$ cat config.mk
export PLATFORM = sky130hd
export DESIGN_NAME = vr_fault_supervisor
export DESIGN_NICKNAME = d
export VERILOG_FILES = /design/src/vr_fault_pkg.sv /design/src/vr_fault_supervisor.sv
export SDC_FILE = /design/constraint.sdc
export NUM_CORES = 1
export LEC_CHECK = 0
export BUFFER_PORTS_ARGS = -buffer_cell sky130_fd_sc_hd__buf_2
export CAP_MARGIN = 20
export CORE_UTILIZATION = 54
export DETAILED_ROUTE_END_ITERATION = 6
export PLACE_DENSITY = 0.76
export SLEW_MARGIN = 10
export SYNTH_ARGS = -nofsm -noshare
export SYNTH_HDL_FRONTEND = slang
export SYNTH_SLANG_ARGS = --single-unit
$ cat constraint.sdc
create_clock -name mclk -period 3.85 [get_ports mclk]
set_clock_uncertainty 0.15 [all_clocks]
set_input_delay 0.1925 -clock mclk [delete_from_list [all_inputs] [get_ports mclk]]
set_output_delay 0.1925 -clock mclk [all_outputs]
set_load 0.005 [all_outputs]
$ cat src/vr_fault_pkg.sv
// constants and carrier types for the regulator fault supervisor
// assumes a 40 MHz mclk and an 8-bit register port
package vr_fault_pkg;
    // ==========================================
    // clock and timing
    localparam int unsigned CLK_MHZ = 40;
    localparam int unsigned CLK_PERIOD_NS = 25;
    localparam int unsigned OC_QUAL_US = 120;
    localparam int unsigned OC_QUAL_CYC_DEF = OC_QUAL_US * CLK_MHZ;
    localparam int unsigned VQUAL_MS = 1;
    localparam int unsigned VQUAL_CYC_DEF = VQUAL_MS * 1000 * CLK_MHZ;
    localparam int unsigned WOC_MAX_NS = 2000;
    localparam int unsigned WOC_MAX_CYC = WOC_MAX_NS / CLK_PERIOD_NS;
    localparam int unsigned TMR_W = 16;
    // ==========================================
    // register map
    localparam int unsigned AW = 5;
    localparam int unsigned DW = 8;
    localparam logic [AW-1:0] IRQ_STATUS_OFS = 5'h00;
    localparam logic [AW-1:0] IRQ_MASK_OFS = 5'h04;
    localparam logic [AW-1:0] CTRL_OFS = 5'h08;
    localparam logic [AW-1:0] FAULT_STATE_OFS = 5'h0C;
    localparam logic [AW-1:0] STRAP_OFS = 5'h10;
    localparam logic CTRL_RUN_RST = 1'h1;
    localparam logic [5:0] IRQ_MASK_RST = 6'h00;
    // ==========================================
    // strap decode values, in microamps
    localparam logic [6:0] OC_UA_54 = 7'h36;
    localparam logic [6:0] OC_UA_60 = 7'h3C;
    localparam logic [6:0] OC_UA_62 = 7'h3E;
    localparam logic [6:0] OC_UA_68 = 7'h44;
    // ==========================================
    // carriers
    typedef struct packed {
        logic oc;
        logic woc;
        logic uv;
        logic ov1;
        logic ov2_hi;
        logic ov2_lo;
    } cmp_t;
    typedef struct packed {
        logic en;
        logic por_ok;
        cmp_t cmp;
        logic [2:0] strap;
    } pins_t;
    typedef struct packed {
        logic ov2;
        logic ov1;
        logic uv;
        logic woc;
        logic oc;
    } flt_t;
    typedef struct packed {
        logic [6:0] oc_ua;
        logic osr_en;
    } strap_cfg_t;
    typedef struct packed {
        logic hs_allow;
        logic ls_on;
        logic tristate;
    } gate_t;
    typedef enum logic [1:0] {S_OFF, S_SOFT, S_RUN, S_FAULT} sup_state_t;
endpackage : vr_fault_pkg

$ cat src/vr_fault_supervisor.sv
// fault supervisor: qualifies comparator flags, latches faults, drives
// gate control and power good, decodes the start-up strap
// assumes comparator and strap levels arrive asynchronously from analog
//
// The address-and-strobe port and the placing of the registers were left to the implementer.
`timescale 1ns/1ps
module vr_fault_supervisor import vr_fault_pkg::*; #(
    parameter int unsigned OC_QUAL_CYC = OC_QUAL_CYC_DEF,
    parameter int unsigned VQUAL_CYC = VQUAL_CYC_DEF
) (
    input wire logic mclk,
    input wire logic rst_n,
    input wire logic clk_en,
    input wire logic regulator_enable_input,
    input wire logic supply_por_ok,
    input wire cmp_t cmp_in,
    input wire logic [2:0] strap_class,
    input wire logic soft_start_done,
    input wire logic [AW-1:0] reg_addr,
    input wire logic [DW-1:0] reg_wdata,
    input wire logic reg_wr,
    input wire logic reg_rd,
    output logic [DW-1:0] reg_rdata,
    output logic irq,
    output gate_t gate,
    output logic power_good_output,
    output logic soft_start_req,
    output strap_cfg_t strap_cfg
);
    // ==========================================
    // state
    typedef struct packed {
        pins_t s1;
        pins_t s2;
        sup_state_t st;
        logic [TMR_W-1:0] oc_cnt;
        logic [TMR_W-1:0] uv_cnt;
        logic [TMR_W-1:0] ov1_cnt;
        flt_t flt;
        logic dis;
        logic strap_vld;
        logic [2:0] strap_cls;
        strap_cfg_t cfg;
        logic [5:0] status;
        logic [5:0] mask;
        logic run_allow;
        logic [DW-1:0] rdata;
        logic ss_pulse;
        logic pwr_good;
        gate_t gate;
    } state_t;

    state_t s_r;
    state_t s_nxt;

    // class 0 is the unfitted strap; bits 1:0 pick 60, 68, 62 or 54 uA, bit 2 sets osr_en
    function automatic strap_cfg_t strap_decode(input logic [2:0] cls);
        strap_cfg_t c;
        c.osr_en = cls[2];
        case (cls[1:0])
            2'h0: c.oc_ua = OC_UA_60;
            2'h1: c.oc_ua = OC_UA_68;
            2'h2: c.oc_ua = OC_UA_62;
            default: c.oc_ua = OC_UA_54;
        endcase
        if (cls == 3'h0) begin
            c.osr_en = 1'b0;
        end
        return c;
    endfunction : strap_decode

    // saturating qualification timer, zeroed when the condition drops
    function automatic logic [TMR_W-1:0] qual_tick(input logic cond,
            input logic [TMR_W-1:0] cnt, input logic [TMR_W-1:0] lim);
        if (!cond) begin
            return '0;
        end
        return (cnt == lim) ? cnt : cnt + TMR_W'(1);
    endfunction : qual_tick

    localparam logic [TMR_W-1:0] OC_LIM = TMR_W'(OC_QUAL_CYC - 1);
    localparam logic [TMR_W-1:0] V_LIM = TMR_W'(VQUAL_CYC - 1);

    logic enabled;
    logic active;
    logic [5:0] ev;

    // ==========================================
    // next state
    always_comb begin
        s_nxt = s_r;
        ev = '0;
        s_nxt.s1 = '{en: regulator_enable_input, por_ok: supply_por_ok,
                     cmp: cmp_in, strap: strap_class};
        s_nxt.s2 = s_r.s1;
        s_nxt.ss_pulse = 1'b0;
        enabled = s_r.s2.en && s_r.s2.por_ok;
        active = (s_r.st == S_SOFT) || (s_r.st == S_RUN);

        // timers only run while the modulator is live
        s_nxt.oc_cnt = qual_tick(active && s_r.s2.cmp.oc,
                                 s_r.oc_cnt, OC_LIM);
        s_nxt.uv_cnt = qual_tick(active && s_r.s2.cmp.uv,
                                 s_r.uv_cnt, V_LIM);
        s_nxt.ov1_cnt = qual_tick(active && s_r.s2.cmp.ov1,
                                  s_r.ov1_cnt, V_LIM);
        if (active && s_r.s2.cmp.oc && s_r.oc_cnt == OC_LIM) begin
            s_nxt.flt.oc = 1'b1;
            ev[0] = 1'b1;
        end
        if (active && s_r.s2.cmp.woc) begin
            s_nxt.flt.woc = 1'b1;
            ev[1] = 1'b1;
        end
        if (active && s_r.s2.cmp.uv && s_r.uv_cnt == V_LIM) begin
            s_nxt.flt.uv = 1'b1;
            ev[2] = 1'b1;
        end
        if (active && s_r.s2.cmp.ov1 && s_r.ov1_cnt == V_LIM) begin
            s_nxt.flt.ov1 = 1'b1;
            ev[3] = 1'b1;
        end

        // absolute overvoltage watched regardless of other faults
        if (enabled && s_r.s2.cmp.ov2_hi) begin
            s_nxt.flt.ov2 = 1'b1;
            s_nxt.dis = 1'b1;
            ev[4] = !s_r.dis;
        end else if (!enabled || s_r.s2.cmp.ov2_lo) begin
            s_nxt.dis = 1'b0;
        end

        case (s_r.st)
            S_OFF: begin
                if (enabled && s_r.run_allow && s_r.flt == '0) begin
                    s_nxt.st = S_SOFT;
                    s_nxt.ss_pulse = 1'b1;
                    // a software restart keeps the strap held
                    if (!s_r.strap_vld) begin
                        s_nxt.strap_vld = 1'b1;
                        s_nxt.strap_cls = s_r.s2.strap;
                        s_nxt.cfg = strap_decode(s_r.s2.strap);
                    end
                    ev[5] = 1'b1;
                end
            end
            S_SOFT: begin
                if (soft_start_done) begin
                    s_nxt.st = S_RUN;
                end
            end
            S_RUN: begin
                if (!s_r.run_allow) begin
                    s_nxt.st = S_OFF;
                end
            end
            S_FAULT: begin
            end
            default: s_nxt.st = S_OFF;
        endcase
        if (s_nxt.flt != '0) begin
            s_nxt.st = S_FAULT;
        end

        // enable low discards strap and the four ordinary faults
        if (!s_r.s2.en) begin
            s_nxt.flt.oc = 1'b0;
            s_nxt.flt.woc = 1'b0;
            s_nxt.flt.uv = 1'b0;
            s_nxt.flt.ov1 = 1'b0;
            s_nxt.strap_vld = 1'b0;
            s_nxt.strap_cls = '0;
            s_nxt.cfg = strap_decode(3'h0);
        end
        if (!s_r.s2.por_ok) begin
            s_nxt.flt = '0;
            s_nxt.dis = 1'b0;
            s_nxt.strap_vld = 1'b0;
            s_nxt.strap_cls = '0;
            s_nxt.cfg = strap_decode(3'h0);
        end
        // a latched absolute overvoltage holds FAULT until the supply resets
        if ((!enabled && s_nxt.flt.ov2 == 1'b0) ||
                (!s_r.s2.en && s_nxt.flt == '0)) begin
            s_nxt.st = S_OFF;
        end
        if (s_nxt.st != S_SOFT && s_nxt.st != S_RUN) begin
            s_nxt.oc_cnt = '0;
            s_nxt.uv_cnt = '0;
            s_nxt.ov1_cnt = '0;
        end

        // ==========================================
        // register port; a hardware set beats a write-one clear
        s_nxt.rdata = '0;
        if (reg_wr) begin
            case (reg_addr)
                IRQ_STATUS_OFS: s_nxt.status = s_r.status & ~reg_wdata[5:0];
                IRQ_MASK_OFS: s_nxt.mask = reg_wdata[5:0];
                CTRL_OFS: s_nxt.run_allow = reg_wdata[0];
                default: begin
                end
            endcase
        end
        s_nxt.status = s_nxt.status | ev;
        if (reg_rd) begin
            case (reg_addr)
                IRQ_STATUS_OFS: s_nxt.rdata = {2'h0, s_r.status};
                IRQ_MASK_OFS: s_nxt.rdata = {2'h0, s_r.mask};
                CTRL_OFS: s_nxt.rdata = {7'h00, s_r.run_allow};
                FAULT_STATE_OFS: s_nxt.rdata = {s_r.strap_vld, s_r.pwr_good,
                                                s_r.dis, s_r.flt};
                STRAP_OFS: s_nxt.rdata = {4'h0, s_r.cfg.osr_en,
                                          s_r.strap_cls};
                default: s_nxt.rdata = '0;
            endcase
        end

        // outputs registered from the settled next state
        s_nxt.pwr_good = (s_nxt.st == S_RUN) && (s_nxt.flt == '0);
        s_nxt.gate.ls_on = s_nxt.dis;
        s_nxt.gate.hs_allow = !s_nxt.dis && s_nxt.flt == '0 &&
            (s_nxt.st == S_SOFT || s_nxt.st == S_RUN);
        s_nxt.gate.tristate = !s_nxt.gate.hs_allow && !s_nxt.dis;
    end

    always_ff @(posedge mclk or negedge rst_n) begin
        if (!rst_n) begin
            s_r <= '0;
            s_r.run_allow <= CTRL_RUN_RST;
            s_r.mask <= IRQ_MASK_RST;
            // switches leave reset tri-stated, never low-side on
            s_r.gate.tristate <= 1'b1;
        end else if (clk_en) begin
            s_r <= s_nxt;
        end
    end

    assign reg_rdata = s_r.rdata;
    assign irq = |(s_r.status & s_r.mask);
    assign gate = s_r.gate;
    assign power_good_output = s_r.pwr_good;
    assign soft_start_req = s_r.ss_pulse;
    assign strap_cfg = s_r.cfg;
endmodule : vr_fault_supervisor

# Yosys cells after proc, flatten, opt, wreduce, memory -nomap -nowiden
# Index checks and enable logic that the tools add are counted.
# classes
addsub	3
reduce_logical	42
n_bitwise	5
n_eq_ne	21
mux	41
# op_table
op	count
$mux 16	6
$add 16x1->16 const B	3
$mux 48	1
$pmux 8 s5	1
$mux 12	3
$eq 16x16->1 const B	2
$pmux 7 s3	1
$logic_and 1x1->1	18
$mux 18	1
$eq 16x13->1 const B	1
$mux 1	16
$logic_not 5->1	3
$ne 3x2->1 const B	5
$mux 13	1
$and 6x6->6	2
$mux 6	2
$mux 11	1
$eq 5x4->1 const B	2
$mux 2	5
$reduce_and 3->1	3
$mux 8	1
$eq 2x1->1 const B	3
$eq 2x2->1 const B	3
$not 6->6	1
other kinds (17)	27
# totals
input_bits	30
register_bits	115
output_inout_bits	22
wordCells	152

# Depth between registers and ports, before layout
# Gate-level depths: netlist (run 1).
# depth
depth_word	16
mapped_depth	16
depth_no_buf	13

# Worst setup path before layout (run 1)
# No wires, ideal clock.
# synth_timing
kind	reg-to-reg
from	reg s_r[92] (netlist bit)
to	reg s_r[69] (netlist bit)
synth_period_minus_slack_ns	3.584
path_stages_with_launch	16
slack_ns	0.266
setup_ns	0.095
t_arrival_ns	3.338
required_time_ns	3.605
path_buffers	2
cell_sequence	dfrtp_1 -> inv_1 -> ha_1 -> buf_2 -> a211o_1 -> a21o_1 -> a2111oi_0 -> nand3_1 -> o21ai_0 -> ha_1 -> nor2b_1 -> buf_2 -> nand2_1 -> a211oi_2 -> nand2_1 -> o31ai_1
# synth_via
elab_chain_len	15
word_cells_on_any_way	34
cone_classes	eq/ne: 5; mux: 14; reduce/logical: 15
# synth_lines
element	line_no	source
start, declared	vr_fault_supervisor.sv:53	state_t s_r;
start signal, assigned	vr_fault_supervisor.sv:235	s_r <= s_nxt;
$eq 2x1->1 / $eq 2x2->1 (equally long branches)	vr_fault_supervisor.sv:98, vr_fault_supervisor.sv:133	
$logic_or 1x1->1	vr_fault_supervisor.sv:98	active = (s_r.st == S_SOFT) || (s_r.st == S_RUN);
$logic_and 1x1->1 (on tied branches)	-	
$logic_and 1x1->1 (on tied branches)	vr_fault_supervisor.sv:107, vr_fault_supervisor.sv:115, vr_fault_supervisor.sv:119	
$mux 1 (on tied branches)	vr_fault_supervisor.sv:107, vr_fault_supervisor.sv:115, vr_fault_supervisor.sv:119	
$mux 4	vr_fault_supervisor.sv:166	if (!s_r.s2.en) begin
$mux 18	vr_fault_supervisor.sv:175	if (!s_r.s2.por_ok) begin
$logic_not 5->1	vr_fault_supervisor.sv:184	(!s_r.s2.en && s_nxt.flt == '0)) begin
$logic_and 1x1->1	vr_fault_supervisor.sv:184	
$logic_or 1x1->1	vr_fault_supervisor.sv:183	if ((!enabled && s_nxt.flt.ov2 == 1'b0) ||
$mux 2	vr_fault_supervisor.sv:183	
$ne 2x1->1 / $ne 2x2->1 (equally long branches)	vr_fault_supervisor.sv:187	if (s_nxt.st != S_SOFT && s_nxt.st != S_RUN) begin
$logic_and 1x1->1	vr_fault_supervisor.sv:187	
$ne 3x2->1 (no source line)	-	
$reduce_and 2->1 (no source line)	-	
# Parallel ways exist; a longest one is shown, timed or not.
# A chain may end at the register's enable or synchronous reset.

# Final worst setup path (run 1)
# layout_timing
from	reg s_r[92] (netlist bit)
to	reg s_r[84] (netlist bit)
# layout_via
elab_chain_len	15
word_cells_on_any_way	34
cone_classes	eq/ne: 5; mux: 14; reduce/logical: 15
# layout_lines
element	line_no
$eq 2x1->1 / $eq 2x2->1 (equally long branches)	vr_fault_supervisor.sv:98, vr_fault_supervisor.sv:133
$logic_or 1x1->1	vr_fault_supervisor.sv:98
$logic_and 1x1->1 (on tied branches)	-
$logic_and 1x1->1 (on tied branches)	vr_fault_supervisor.sv:107, vr_fault_supervisor.sv:115, vr_fault_supervisor.sv:119
$mux 1 (on tied branches)	vr_fault_supervisor.sv:107, vr_fault_supervisor.sv:115, vr_fault_supervisor.sv:119
$mux 4	vr_fault_supervisor.sv:166
$mux 18	vr_fault_supervisor.sv:175
$logic_not 5->1	vr_fault_supervisor.sv:184
$logic_and 1x1->1	vr_fault_supervisor.sv:184
$logic_or 1x1->1	vr_fault_supervisor.sv:183
$mux 2	vr_fault_supervisor.sv:183
$ne 2x1->1 / $ne 2x2->1 (equally long branches)	vr_fault_supervisor.sv:187
$logic_and 1x1->1	vr_fault_supervisor.sv:187
$ne 3x2->1 (no source line)	-
$reduce_and 2->1 (no source line)	-
# Parallel ways exist; a longest one is shown, timed or not.

==> results of run 1 <==
cell families (layout without fill, tap and decap cells):
family	after synthesis	after routing	share of synthesized area
flip-flops	112	112	0.478
XOR/XNOR	14	14	0.0209
other	1	1	0.000640
buffers and inverters	61	120	0.0555
multiplexers	35	35	0.0685
adder cells (fa/ha/maj)	8	8	0.0171
AO/OA/AOI/OAI	135	135	0.154
AND/OR/NAND/NOR	234	234	0.205
synthesized netlist by cell type (4+ instances only):
cell       instances  area, sq um
and2_1             7         43.8
inv_1             20         75.1
a31oi_1           10         62.6
buf_4             20          150
nand4_1           10         62.6
nor3_1            15         75.1
nor4_1             5         31.3
and3_1             9         56.3
mux2_2            31          349
nor2_1            47          176
nor2b_1            4         25.0
dfrtp_1          110         2750
nand2b_1           4         25.0
o2bb2ai_1          7         61.3
o31ai_1           12         90.1
clkbuf_1          15         56.3
nand3_1           33          165
ha_1               8          100
xor2_1             7         61.3
a22o_1             4         35.0
o211ai_1           4         30.0
o21ai_0           48          240
a21oi_1           20          100
nand2_1           68          255
or3_1              6         37.5
xnor2_1            7         61.3
and4_1             5         43.8
state kept, by name (all words and copies together), names as in the netlist:
name and cells:
s_nxt 11, reg_rdata 8, strap_cfg 5, s_r 83
soft_start_req 1, power_good_output 1, gate 3
worst min-delay path by stage:
stage / start / end / slack, ps / depth (start not counted)
floorplan: rst_n / gate[1]$_DFFE_PN0P_ / -250 / 0
global placement: rst_n / s_r[73]$_DFFE_PN0P_ / 130 / 1
detailed placement: rst_n / s_r[72]$_DFFE_PN0P_ / 150 / 1
CTS: reg_addr[4] / reg_rdata[3]$_DFFE_PN0P_ / 30 / 3
global route: reg_addr[4] / reg_rdata[3]$_DFFE_PN0P_ / 50 / 3
finish: reg_addr[4] / reg_rdata[3]$_DFFE_PN0P_ / 40 / 3
per-stage QoR:
step                 util  worst slack (ps)
floorplan               -               266
global placement    0.591               155
detailed placement  0.591              69.7
CTS                 0.627              31.0
global route        0.630              55.6
finish              0.630               293
metal layers:
layer  up-vias  GRT usage
li1       2263          -
met1      2308      0.313
met2       119      0.407
met3        18     0.0460
met4         0     0.0893
met5         -          0
worst min-delay path: stages:
cell and delay (ps):
buf_2 140, o22a_1 160, o2bb2ai_1 60
final cells by class:
cell class / count / area (sq um)
inverters: 21 / 78.8
repair buffers: 83 / 551
clock buffers: 11 / 151
flip-flops and latches: 112 / 2810
multi-input cells: 427 / 2770
fillers: 853 / 3850
well taps: 136 / 170
clock inverters: 5 / 40.0
power by group through the flow:
stage	Combinational [mW]	Sequential, mW	Clock, mW
3_5_place_dp	0.595	1.38	0
4_1_cts	0.616	1.36	0.691
5_1_grt	0.694	1.37	0.739
3_3_place_gp	0.572	1.38	0
6_report	0.632	1.36	0.676
2_1_floorplan	0.415	1.35	0
layout by cell type, fill, tap and decap left out, types with 10 or more instances in the layout:
cell type	synthesis	routed
dfrtp_1	110	110
nand2_1	68	67
o21ai_0	48	48
buf_2	3	47
nor2_1	47	46
nand3_1	33	32
mux2_2	31	31
inv_1	20	20
a21oi_1	20	20
dlygate4sd3_1	0	18
buf_4	20	18
nor3_1	15	15
o31ai_1	12	12
clkbuf_8	1	11
nand4_1	10	10
a31oi_1	10	10
repair_timing:
| item | in CTS | in global routing |
|---|---|---|
| hold buffers | 18 | 0 |
| endpoints found under the hold margin | 74 | 0 |
| gates resized for setup | 1 | 7 |
| buffers inserted | 0 | 0 |
| endpoints found under the setup margin | 1 | 35 |
==> metrics.log, run 1 <==
INFO  metric met3WireLength = roughly 590 microns
INFO  metric dieArea = between 10,000 and 15,000 sq um
INFO  metric ir_drop_worst_vdd = 0.270 mV
INFO  metric routedLengthMet1 = roughly 5700 microns
INFO  metric antenna_found_initial = 0
INFO  metric gp_congestion = approximately 0.88
INFO  metric dieWidth = 106 microns
INFO  metric first_global_vias = roughly 4,500
INFO  metric route.top_layer_used = met4
INFO  metric cts.sink_count = 112
INFO  metric worst-endpoint-arrival = between 3000 and 4000 ps
INFO  metric worst_setup_path_start_kind = flop
INFO  metric ctsHtreeMaxLevel = 3
INFO  metric slowest_delay = about 420 ps
INFO  metric drt-vias-per-instance = 5.92
INFO  metric worst_r2r_startpoint = s_r[92]$_DFFE_PN0P_
INFO  metric max-slew-margin-rel = 0.493
INFO  metric drv_cap = 0
INFO  metric setup.worst_path.start = s_r[92]$_DFFE_PN0P_
INFO  metric number_of_flops_mapped_to_enable_cells_by_yosys = 0
INFO  metric synth_area_per_cell = 9.77 sq um
INFO  metric placementRows = 37
INFO  metric insertedDiodeCount = 0
INFO  metric critPathRequiredTime = 3980 ps
INFO  metric timing.setup.critical_path_class = flop to flop
INFO  metric power.internal = 1.82 mW
INFO  metric status = complete, no violations
INFO  metric post-place-cells = 761
INFO  metric p_clk_frac = 0.253
INFO  metric hold_ws = 38.4 ps
INFO  metric largest_net_degree_at_the_start_of_global_routing = 54
INFO  metric pin_count = 52
INFO  metric drc = 0
INFO  metric final_count_of_hold_timing_violations = 0
INFO  metric grt_setup_unrepaired = no
INFO  metric post_layout_nonfiller_instances = 795
INFO  metric mappedNetlistNets = 638
INFO  metric synth_flop_type = dfrtp_1
INFO  metric drt-wirelength-per-cell = 16.5 microns
INFO  metric ff2ff_setup_slack = between 200 and 300 ps
INFO  metric synth-seq-cells = ~110
INFO  metric timing.final.crit_share = 0.924
INFO  metric drtIter0Drc = 260
INFO  metric maxSlewViolCount = 0
INFO  metric seq_power_share = 0.510
INFO  metric initial_standard_cell_utilization_of_the_core = 0.563
INFO  metric total_leakage_power = 2.83 nW
INFO  metric tns = 0 ps
INFO  metric synth-async-reset-ratio = 1.00
INFO  metric p_sw = 0.847 mW
INFO  metric grt.total_usage = 0.243
INFO  metric drive_gt1_frac = 0.200
INFO  metric worst-r2r-cell-count = 13
INFO  metric synth.lib_cells_used.distinct = 67
INFO  metric setup_viol_count_final = 0
INFO  metric hpwl = 9210 microns
INFO  metric dr_wl_met2 = 6570 microns
INFO  metric fin_crit = 3560 ps
INFO  metric place_area = slightly above 6000 sq um
INFO  metric synth.yosys.seq_area_share = 0.478
INFO  metric ctsRootBufferMaster = clkbuf_8
INFO  metric worst_pin_slew = 754 ps
INFO  metric ant_nets = 0
INFO  metric power_per_cell_area = a little over 400 nW/um^2
INFO  metric critPathMaxFanout = 12
INFO  metric core_area = around 10,000 sq um
INFO  metric route.vias.total = 4,708
INFO  metric worstSkewPairLatency = 390 ps
INFO  metric end_kind = flop
INFO  metric tritoncts = done
INFO  metric clk_transition_reported_paths = 110 ps
INFO  metric crit_family = compound AO/OA/AOI/OAI gates
INFO  metric power_frac_comb = 0.237
INFO  metric drt-total-wl = 13,100 microns
INFO  metric reg2reg_to = s_r[84]$_DFFE_PN0P_
INFO  metric finish.instance_area = 6560 sq um
INFO  metric grt-ovfl-total = 0
INFO  metric cts_buffers = 9
INFO  metric area_growth_syn_to_layout = 11.9%
INFO  metric swShare = 0.317
INFO  metric crit_path_cell_trace = inv_1, ha_1, a211o_1, a21o_1, a2111oi_2, nand3_1, o21ai_0, ha_1, nor2b_2, and2_1, nand3_1, buf_4, o41ai_1
INFO  metric critical_path_buf_inv_count = 2
INFO  metric power_consumption = 2.67 mW
INFO  metric final_nets = between 600 and 700
INFO  metric max_freq = ~280 MHz
INFO  metric first_pass_grt_wire_length = 21,500 microns
INFO  metric worstSetupPathDepth = 13
INFO  metric critPathSlowestCell = dfrtp_1
INFO  metric max-clock-path-buffers = 2
INFO  metric hold_path.class = primary input to flop
INFO  metric post_synth_instance_area = approximately 5900 sq um
INFO  metric io_buffers = between 40 and 50
INFO  metric dieHeight = approximately 110 microns
INFO  metric synth_cells = 600
INFO  metric synth_warnings = 0
INFO  metric critPathCapture = s_r[84]$_DFFE_PN0P_
INFO  metric drt_first_pass_iters = 5
(Power assumes the default switching activity.)
==> run 2, diff against run 1 <==
--- a/config.mk
+++ b/config.mk
@@ -9,7 +9,7 @@
 export CAP_MARGIN = 20
 export CORE_UTILIZATION = 54
 export DETAILED_ROUTE_END_ITERATION = 6
-export PLACE_DENSITY = 0.76
+export PLACE_DENSITY_LB_ADDON = 0.05
 export SLEW_MARGIN = 10
 export SYNTH_ARGS = -nofsm -noshare
 export SYNTH_HDL_FRONTEND = slang
==> run 2 against run 1 <==
Final cell count is 0.25% higher. Sequential power hardly changed. Setup slack worse by 73 ps. Clock-buffer cell count stayed put. Via count is 1.4% lower. Largest cell class unchanged. Highest routed layer unchanged.
==> metrics.log, run 2 (same netlist as run 1, synthesis figures left out) <==
INFO  metric ant_nets = 0
INFO  metric final_count_of_hold_timing_violations = 0
INFO  metric antenna_found_initial = 0
INFO  metric placementRows = 37
INFO  metric worst_pin_slew = 877 ps
INFO  metric route.vias.total = 4,641
INFO  metric hpwl = 8920 microns
INFO  metric timing.setup.critical_path_class = flop to flop
INFO  metric first_global_vias = 4,443
INFO  metric largest_register_ff_count = 83
INFO  metric worst_setup_path_start_kind = flop
INFO  metric total_leakage_power = between 2 and 3 nW
INFO  metric cts_buffers = 9
INFO  metric finish.instance_area = 6570 sq um
INFO  metric pin_count = 52
INFO  metric worst-endpoint-arrival = 3770 ps
INFO  metric area_growth_syn_to_layout = 12.0%
INFO  metric ir_drop_worst_vdd = 0.287 mV
INFO  metric place_area = 6170 sq um
INFO  metric ctsHtreeMaxLevel = 3
INFO  metric dieArea = 11,300 sq um
INFO  metric insertedDiodeCount = 0
INFO  metric first_pass_grt_wire_length = 21,700 microns
INFO  metric grt.total_usage = 0.245
INFO  metric drive_gt1_frac = 0.197
INFO  metric maxSlewViolCount = 0
INFO  metric final_nets = approximately 690
INFO  metric max-slew-margin-rel = 0.415
INFO  metric clk_transition_reported_paths = 100 ps
INFO  metric least_setup_slack_across_all_paths_after_layout = 221 ps
INFO  metric dieHeight = 106 microns
INFO  metric end_kind = flop
INFO  metric ctsRootBufferMaster = clkbuf_8
INFO  metric drc = 0
INFO  metric io_buffers = 48
INFO  metric setup_viol_count_final = 0
INFO  metric grt_setup_unrepaired = no
INFO  metric core_area = about 10,000 sq um
INFO  metric drv_cap = 0
INFO  metric hold_ws = ~56 ps
INFO  metric grt-ovfl-total = 0
INFO  metric drt-vias-per-instance = 5.82
INFO  metric critPathRequiredTime = 3990 ps
INFO  metric gp_congestion = 0.847
INFO  metric initial_standard_cell_utilization_of_the_core = 0.563
INFO  metric worstSkewPairLatency = approximately 400 ps
INFO  metric max_freq = 276 MHz
INFO  metric layout_common_cells = 110 x dfrtp_1, 67 x nand2_1, 48 x o21ai_0, 47 x nor2_1, 47 x buf_2
INFO  metric drtIter0Drc = 220
INFO  metric pre_cts_worst_setup_slack = -87.5 ps
INFO  metric cts.repair_timing.setup_buffer_count = 0
INFO  metric largest_net_degree_at_the_start_of_global_routing = 70
INFO  metric cts.sink_count = around 110
INFO  metric power_per_cell_area = 413 nW/um^2
INFO  metric drt_first_pass_iters = 4
INFO  metric dieWidth = 106 microns
INFO  metric max-clock-path-buffers = 2
INFO  metric layout_commonest_cell = dfrtp_1
INFO  metric hold_path.class = primary input to flop
INFO  metric status = complete, no violations
INFO  metric drt-wirelength-per-cell = between 15 and 20 microns
INFO  metric critPathMaxFanout = 6
INFO  metric drt-total-wl = about 13,000 microns
INFO  metric timing.final.crit_share = 0.943
INFO  metric tritoncts = done
INFO  metric number_of_fillers_in_the_final_layout = 886
INFO  metric regMostFlops = s_r
INFO  metric fin_crit = 3630 ps
run 2: per-stage QoR:
step	TNS (ps)	instances	utilization	power (mW)
5_1_grt	0	797	0.631	2.85
4_1_cts	0	797	0.629	2.72
3_3_place_gp	0	763	0.593	1.97
2_1_floorplan	0	600	-	1.77
3_5_place_dp	-545	763	0.593	1.98
6_report	0	797	0.631	2.71
run 2: path summary, 6_finish.rpt:
path / to / slack, ps / cells past startpoint / start
worst max-delay path: s_r[69]$_DFFE_PN0P_ / 220 / 14 / s_r[93]$_DFFE_PN0P_
max in group asynchronous: gate[0]$_DFFE_PN1P_ / 2370 / 3 / rst_n
min in group asynchronous: s_r[68]$_DFFE_PN0P_ / 300 / 2 / rst_n
worst max register to register: s_r[69]$_DFFE_PN0P_ / 220 / 14 / s_r[93]$_DFFE_PN0P_
worst min-delay path: reg_rdata[3]$_DFFE_PN0P_ / 60 / 3 / reg_addr[4]
worst min register to register: strap_cfg[4]$_DFFE_PN0P_ / 320 / 1 / s_r[94]$_DFFE_PN0P_
run 2: repair_timing:
action	in CTS	in global routing
hold endpoints to repair	90	0
setup endpoints to repair	21	24
pin swaps	0	0
gates resized for setup	1	4
hold buffers	18	0
run 2: power breakdown:
part / internal (mW) / switching [mW] / leakage, nW / total (mW)
logic: 0.283 / 0.352 / 1.27 / 0.635
clock network: 0.318 / 0.394 / 0.0993 / 0.712
registers: 1.27 / 0.0913 / 1.47 / 1.36
total: 1.87 / 0.838 / 2.84 / 2.71
run 2: critical path: stages, from the launching register on:
cell	delay (ps)
dfrtp_1	430
inv_1	100
ha_1	310
a211o_1	310
a21o_1	180
a2111oi_2	350
nand3_1	150
o21ai_0	210
ha_1	280
nor2b_2	270
nand2_1	130
a211oi_2	200
buf_4	170
nand2_1	70
o31ai_1	230
run 2: per-layer routing:
metal | global-route usage | wire, microns | vias up
met2 | 0.383 | 6090 | 96
met4 | 0.0843 | 209 | 0
met5 | 0 | 0 | -
met3 | 0.0466 | 469 | 16
li1 | - | - | 2264
met1 | 0.343 | 6110 | 2265
run 2: cell type report:
type / instances / area [sq um] / area share
multi-input combinational: 427 / 2750 / 0.419
sequential: 112 / 2810 / 0.427
timing repair buffer: 85 / 566 / 0.0861
clock inverter: 5 / 56.3 / 0.00857
inverter: 21 / 78.8 / 0.0120
clock buffer: 11 / 141 / 0.0215
tap: 136 / 170 / 0.0259
==> run 3, diff against run 2 <==
--- a/config.mk
+++ b/config.mk
@@ -7,7 +7,7 @@
 export LEC_CHECK = 0
 export BUFFER_PORTS_ARGS = -buffer_cell sky130_fd_sc_hd__buf_2
 export CAP_MARGIN = 20
-export CORE_UTILIZATION = 54
+export CORE_UTILIZATION = 60
 export DETAILED_ROUTE_END_ITERATION = 6
 export PLACE_DENSITY_LB_ADDON = 0.05
 export SLEW_MARGIN = 10
==> constraint.sdc (replaced) <==
create_clock -name mclk -period 3.4 [get_ports mclk]
set_clock_uncertainty 0.15 [all_clocks]
set_input_delay 0.17 -clock mclk [delete_from_list [all_inputs] [get_ports mclk]]
set_output_delay 0.17 -clock mclk [all_outputs]
set_load 0.005 [all_outputs]
==> run 3 against run 2 <==
Flip-flop and latch count did not move. Global-route usage rose by 5.1 points. Routed wire length rose by 8.4%. Non-clock buffer count rose by 33. Fmax rose by 9.4%. Highest routed layer unchanged. Register-to-register slack got worse by 140 ps.
==> metrics.log, run 3 (same netlist as run 1, synthesis figures left out) <==
INFO  metric status = complete, no violations
INFO  metric final_count_of_hold_timing_violations = 0
INFO  metric dieWidth = 101 microns
INFO  metric area_growth_syn_to_layout = 18.6%
INFO  metric max-clock-path-buffers = 2
INFO  metric worstSkewPairLatency = 370 ps
INFO  metric worst-endpoint-arrival = 3440 ps
INFO  metric drv_cap = 0
INFO  metric clk_transition_reported_paths = around 110 ps
INFO  metric drtIter0Drc = between 200 and 300
INFO  metric layout_commonest_cell = dfrtp_1
INFO  metric end_kind = flop
INFO  metric dieArea = 10,200 sq um
INFO  metric post-route-util = 0.742
INFO  metric pre_cts_worst_setup_slack = -150 ps
INFO  metric regMostFlops = s_r
INFO  metric drt_first_pass_iters = 5
INFO  metric ir_drop_worst_vdd = 0.313 mV
INFO  metric drt-wirelength-per-cell = approximately 17 microns
INFO  metric drt-total-wl = 14,000 microns
INFO  metric layout_common_cells = 110 x dfrtp_1, 67 x nand2_1, 51 x buf_4, 47 x buf_2, 46 x nor2_1
INFO  metric grt-ovfl-total = 0
INFO  metric core_area = approximately 9400 sq um
INFO  metric drc = 0
INFO  metric timing.setup.critical_path_class = flop to flop
INFO  metric hold_path.class = primary input to flop
INFO  metric io_buffers = between 40 and 50
INFO  metric largest_net_degree_at_the_start_of_global_routing = 65
INFO  metric critPathMaxFanout = 3
INFO  metric dieHeight = 101 microns
INFO  metric initial_standard_cell_utilization_of_the_core = 0.626
INFO  metric ctsHtreeMaxLevel = 3
INFO  metric max_freq = 302 MHz
INFO  metric ctsRootBufferMaster = clkbuf_8
INFO  metric worst_pin_slew = 776 ps
INFO  metric drt-vias-per-instance = 5.97
INFO  metric route.vias.total = 4,912
INFO  metric critPathRequiredTime = 3520 ps
INFO  metric least_setup_slack_across_all_paths_after_layout = 83.7 ps
INFO  metric setup_viol_count_final = 0
INFO  metric cts_buffers = 9
INFO  metric tritoncts = done
INFO  metric final_nets = 727
INFO  metric power_per_cell_area = 506 nW/um^2
INFO  metric ant_nets = 0
INFO  metric hpwl = around 9500 microns
INFO  metric timing.final.crit_share = 0.975
INFO  metric maxSlewViolCount = 0
INFO  metric gp_congestion = 0.930
INFO  metric max-slew-margin-rel = 0.478
INFO  metric first_global_vias = 4,820
INFO  metric fin_crit = around 3300 ps
INFO  metric drive_gt1_frac = 0.249
INFO  metric insertedDiodeCount = 0
INFO  metric worst_setup_path_start_kind = flop
INFO  metric antenna_found_initial = 0
INFO  metric largest_register_ff_count = between 80 and 90
INFO  metric grt.total_usage = 0.296
INFO  metric pin_count = 52
INFO  metric first_pass_grt_wire_length = roughly 23,000 microns
INFO  metric cts.sink_count = 112
INFO  metric placementRows = 35
INFO  metric total_leakage_power = 3.04 nW
## run 3: final timing paths
check                                         startpoint                       end  slack [ps]  cells past startpoint
max in group asynchronous                          rst_n       s_r[13]$_DFFE_PN1P_        2110                      3
worst max-delay path                 s_r[60]$_DFFE_PN0P_       s_r[92]$_DFFE_PN0P_          80                     16
min in group asynchronous                          rst_n       s_r[71]$_DFFE_PN0P_         200                      2
worst max register to register       s_r[60]$_DFFE_PN0P_       s_r[92]$_DFFE_PN0P_          80                     16
worst min register to register  strap_cfg[2]$_DFFE_PN0P_  strap_cfg[2]$_DFFE_PN0P_         320                      2
worst min-delay path                         reg_addr[4]  reg_rdata[3]$_DFFE_PN0P_          40                      3
## run 3: final cells by class
| type | count | area, sq um |
|---|---|---|
| Multi-Input combinational cell | 427 | 2820 |
| Sequential cell | 112 | 2810 |
| Tap cell | 129 | 161 |
| Timing Repair Buffer | 118 | 838 |
| Clock buffer | 9 | 124 |
| Fill cell | 706 | 2420 |
| Clock inverter | 7 | 124 |
| Inverter | 21 | 78.8 |
## run 3: routing by layer
metal / share of wire / GRT usage / up-vias
li1: - / - / 2325
met1: 0.42 / 0.385 / 2371
met2: 0.51 / 0.513 / 188
met3: 0.052 / 0.0437 / 28
met4: 0.020 / 0.0925 / 0
met5: 0 / 0 / -
## run 3: what timing repair did
action | 4_1_cts | 5_1_grt
buffers inserted | 12 | 2
hold buffers | 18 | 0
endpoints found under the setup margin | 41 | 49
gates cloned | 0 | 0
hold endpoints to repair | 71 | 0
gates resized for setup | 6 | 10
pin swaps | 4 | 4
## run 3: stage by stage
step / hold WS, ps / power (mW) / TNS (ps) / instances / cell area, sq um
final: 39.9 / 3.52 / 0 / 823 / 6950
after global routing: 52.0 / 3.69 / -314 / 823 / 6950
after CTS: 25.9 / 3.47 / -0.812 / 821 / 6900
after detailed placement: 77.0 / 2.32 / -696 / 775 / 6340
after global placement: 74.8 / 2.29 / -2.67 / 775 / 6340
after floorplan: -276 / 2.01 / 0 / 600 / 5880
## run 3: power by group
part / switching [mW] / internal [mW]
logic: 0.499 / 0.527
clock network: 0.462 / 0.497
registers: 0.0932 / 1.44
## run 3: worst max-delay path, stage by stage, from the launching register on
cell	delay (ps)
dfrtp_1	390
ha_1	230
and3_1	210
and4_1	230
a2111oi_4	380
nand3_1	160
buf_4	160
buf_4	120
buf_4	120
buf_4	120
buf_4	120
buf_4	120
buf_4	130
buf_4	120
buf_4	120
buf_4	120
a32o_1	250
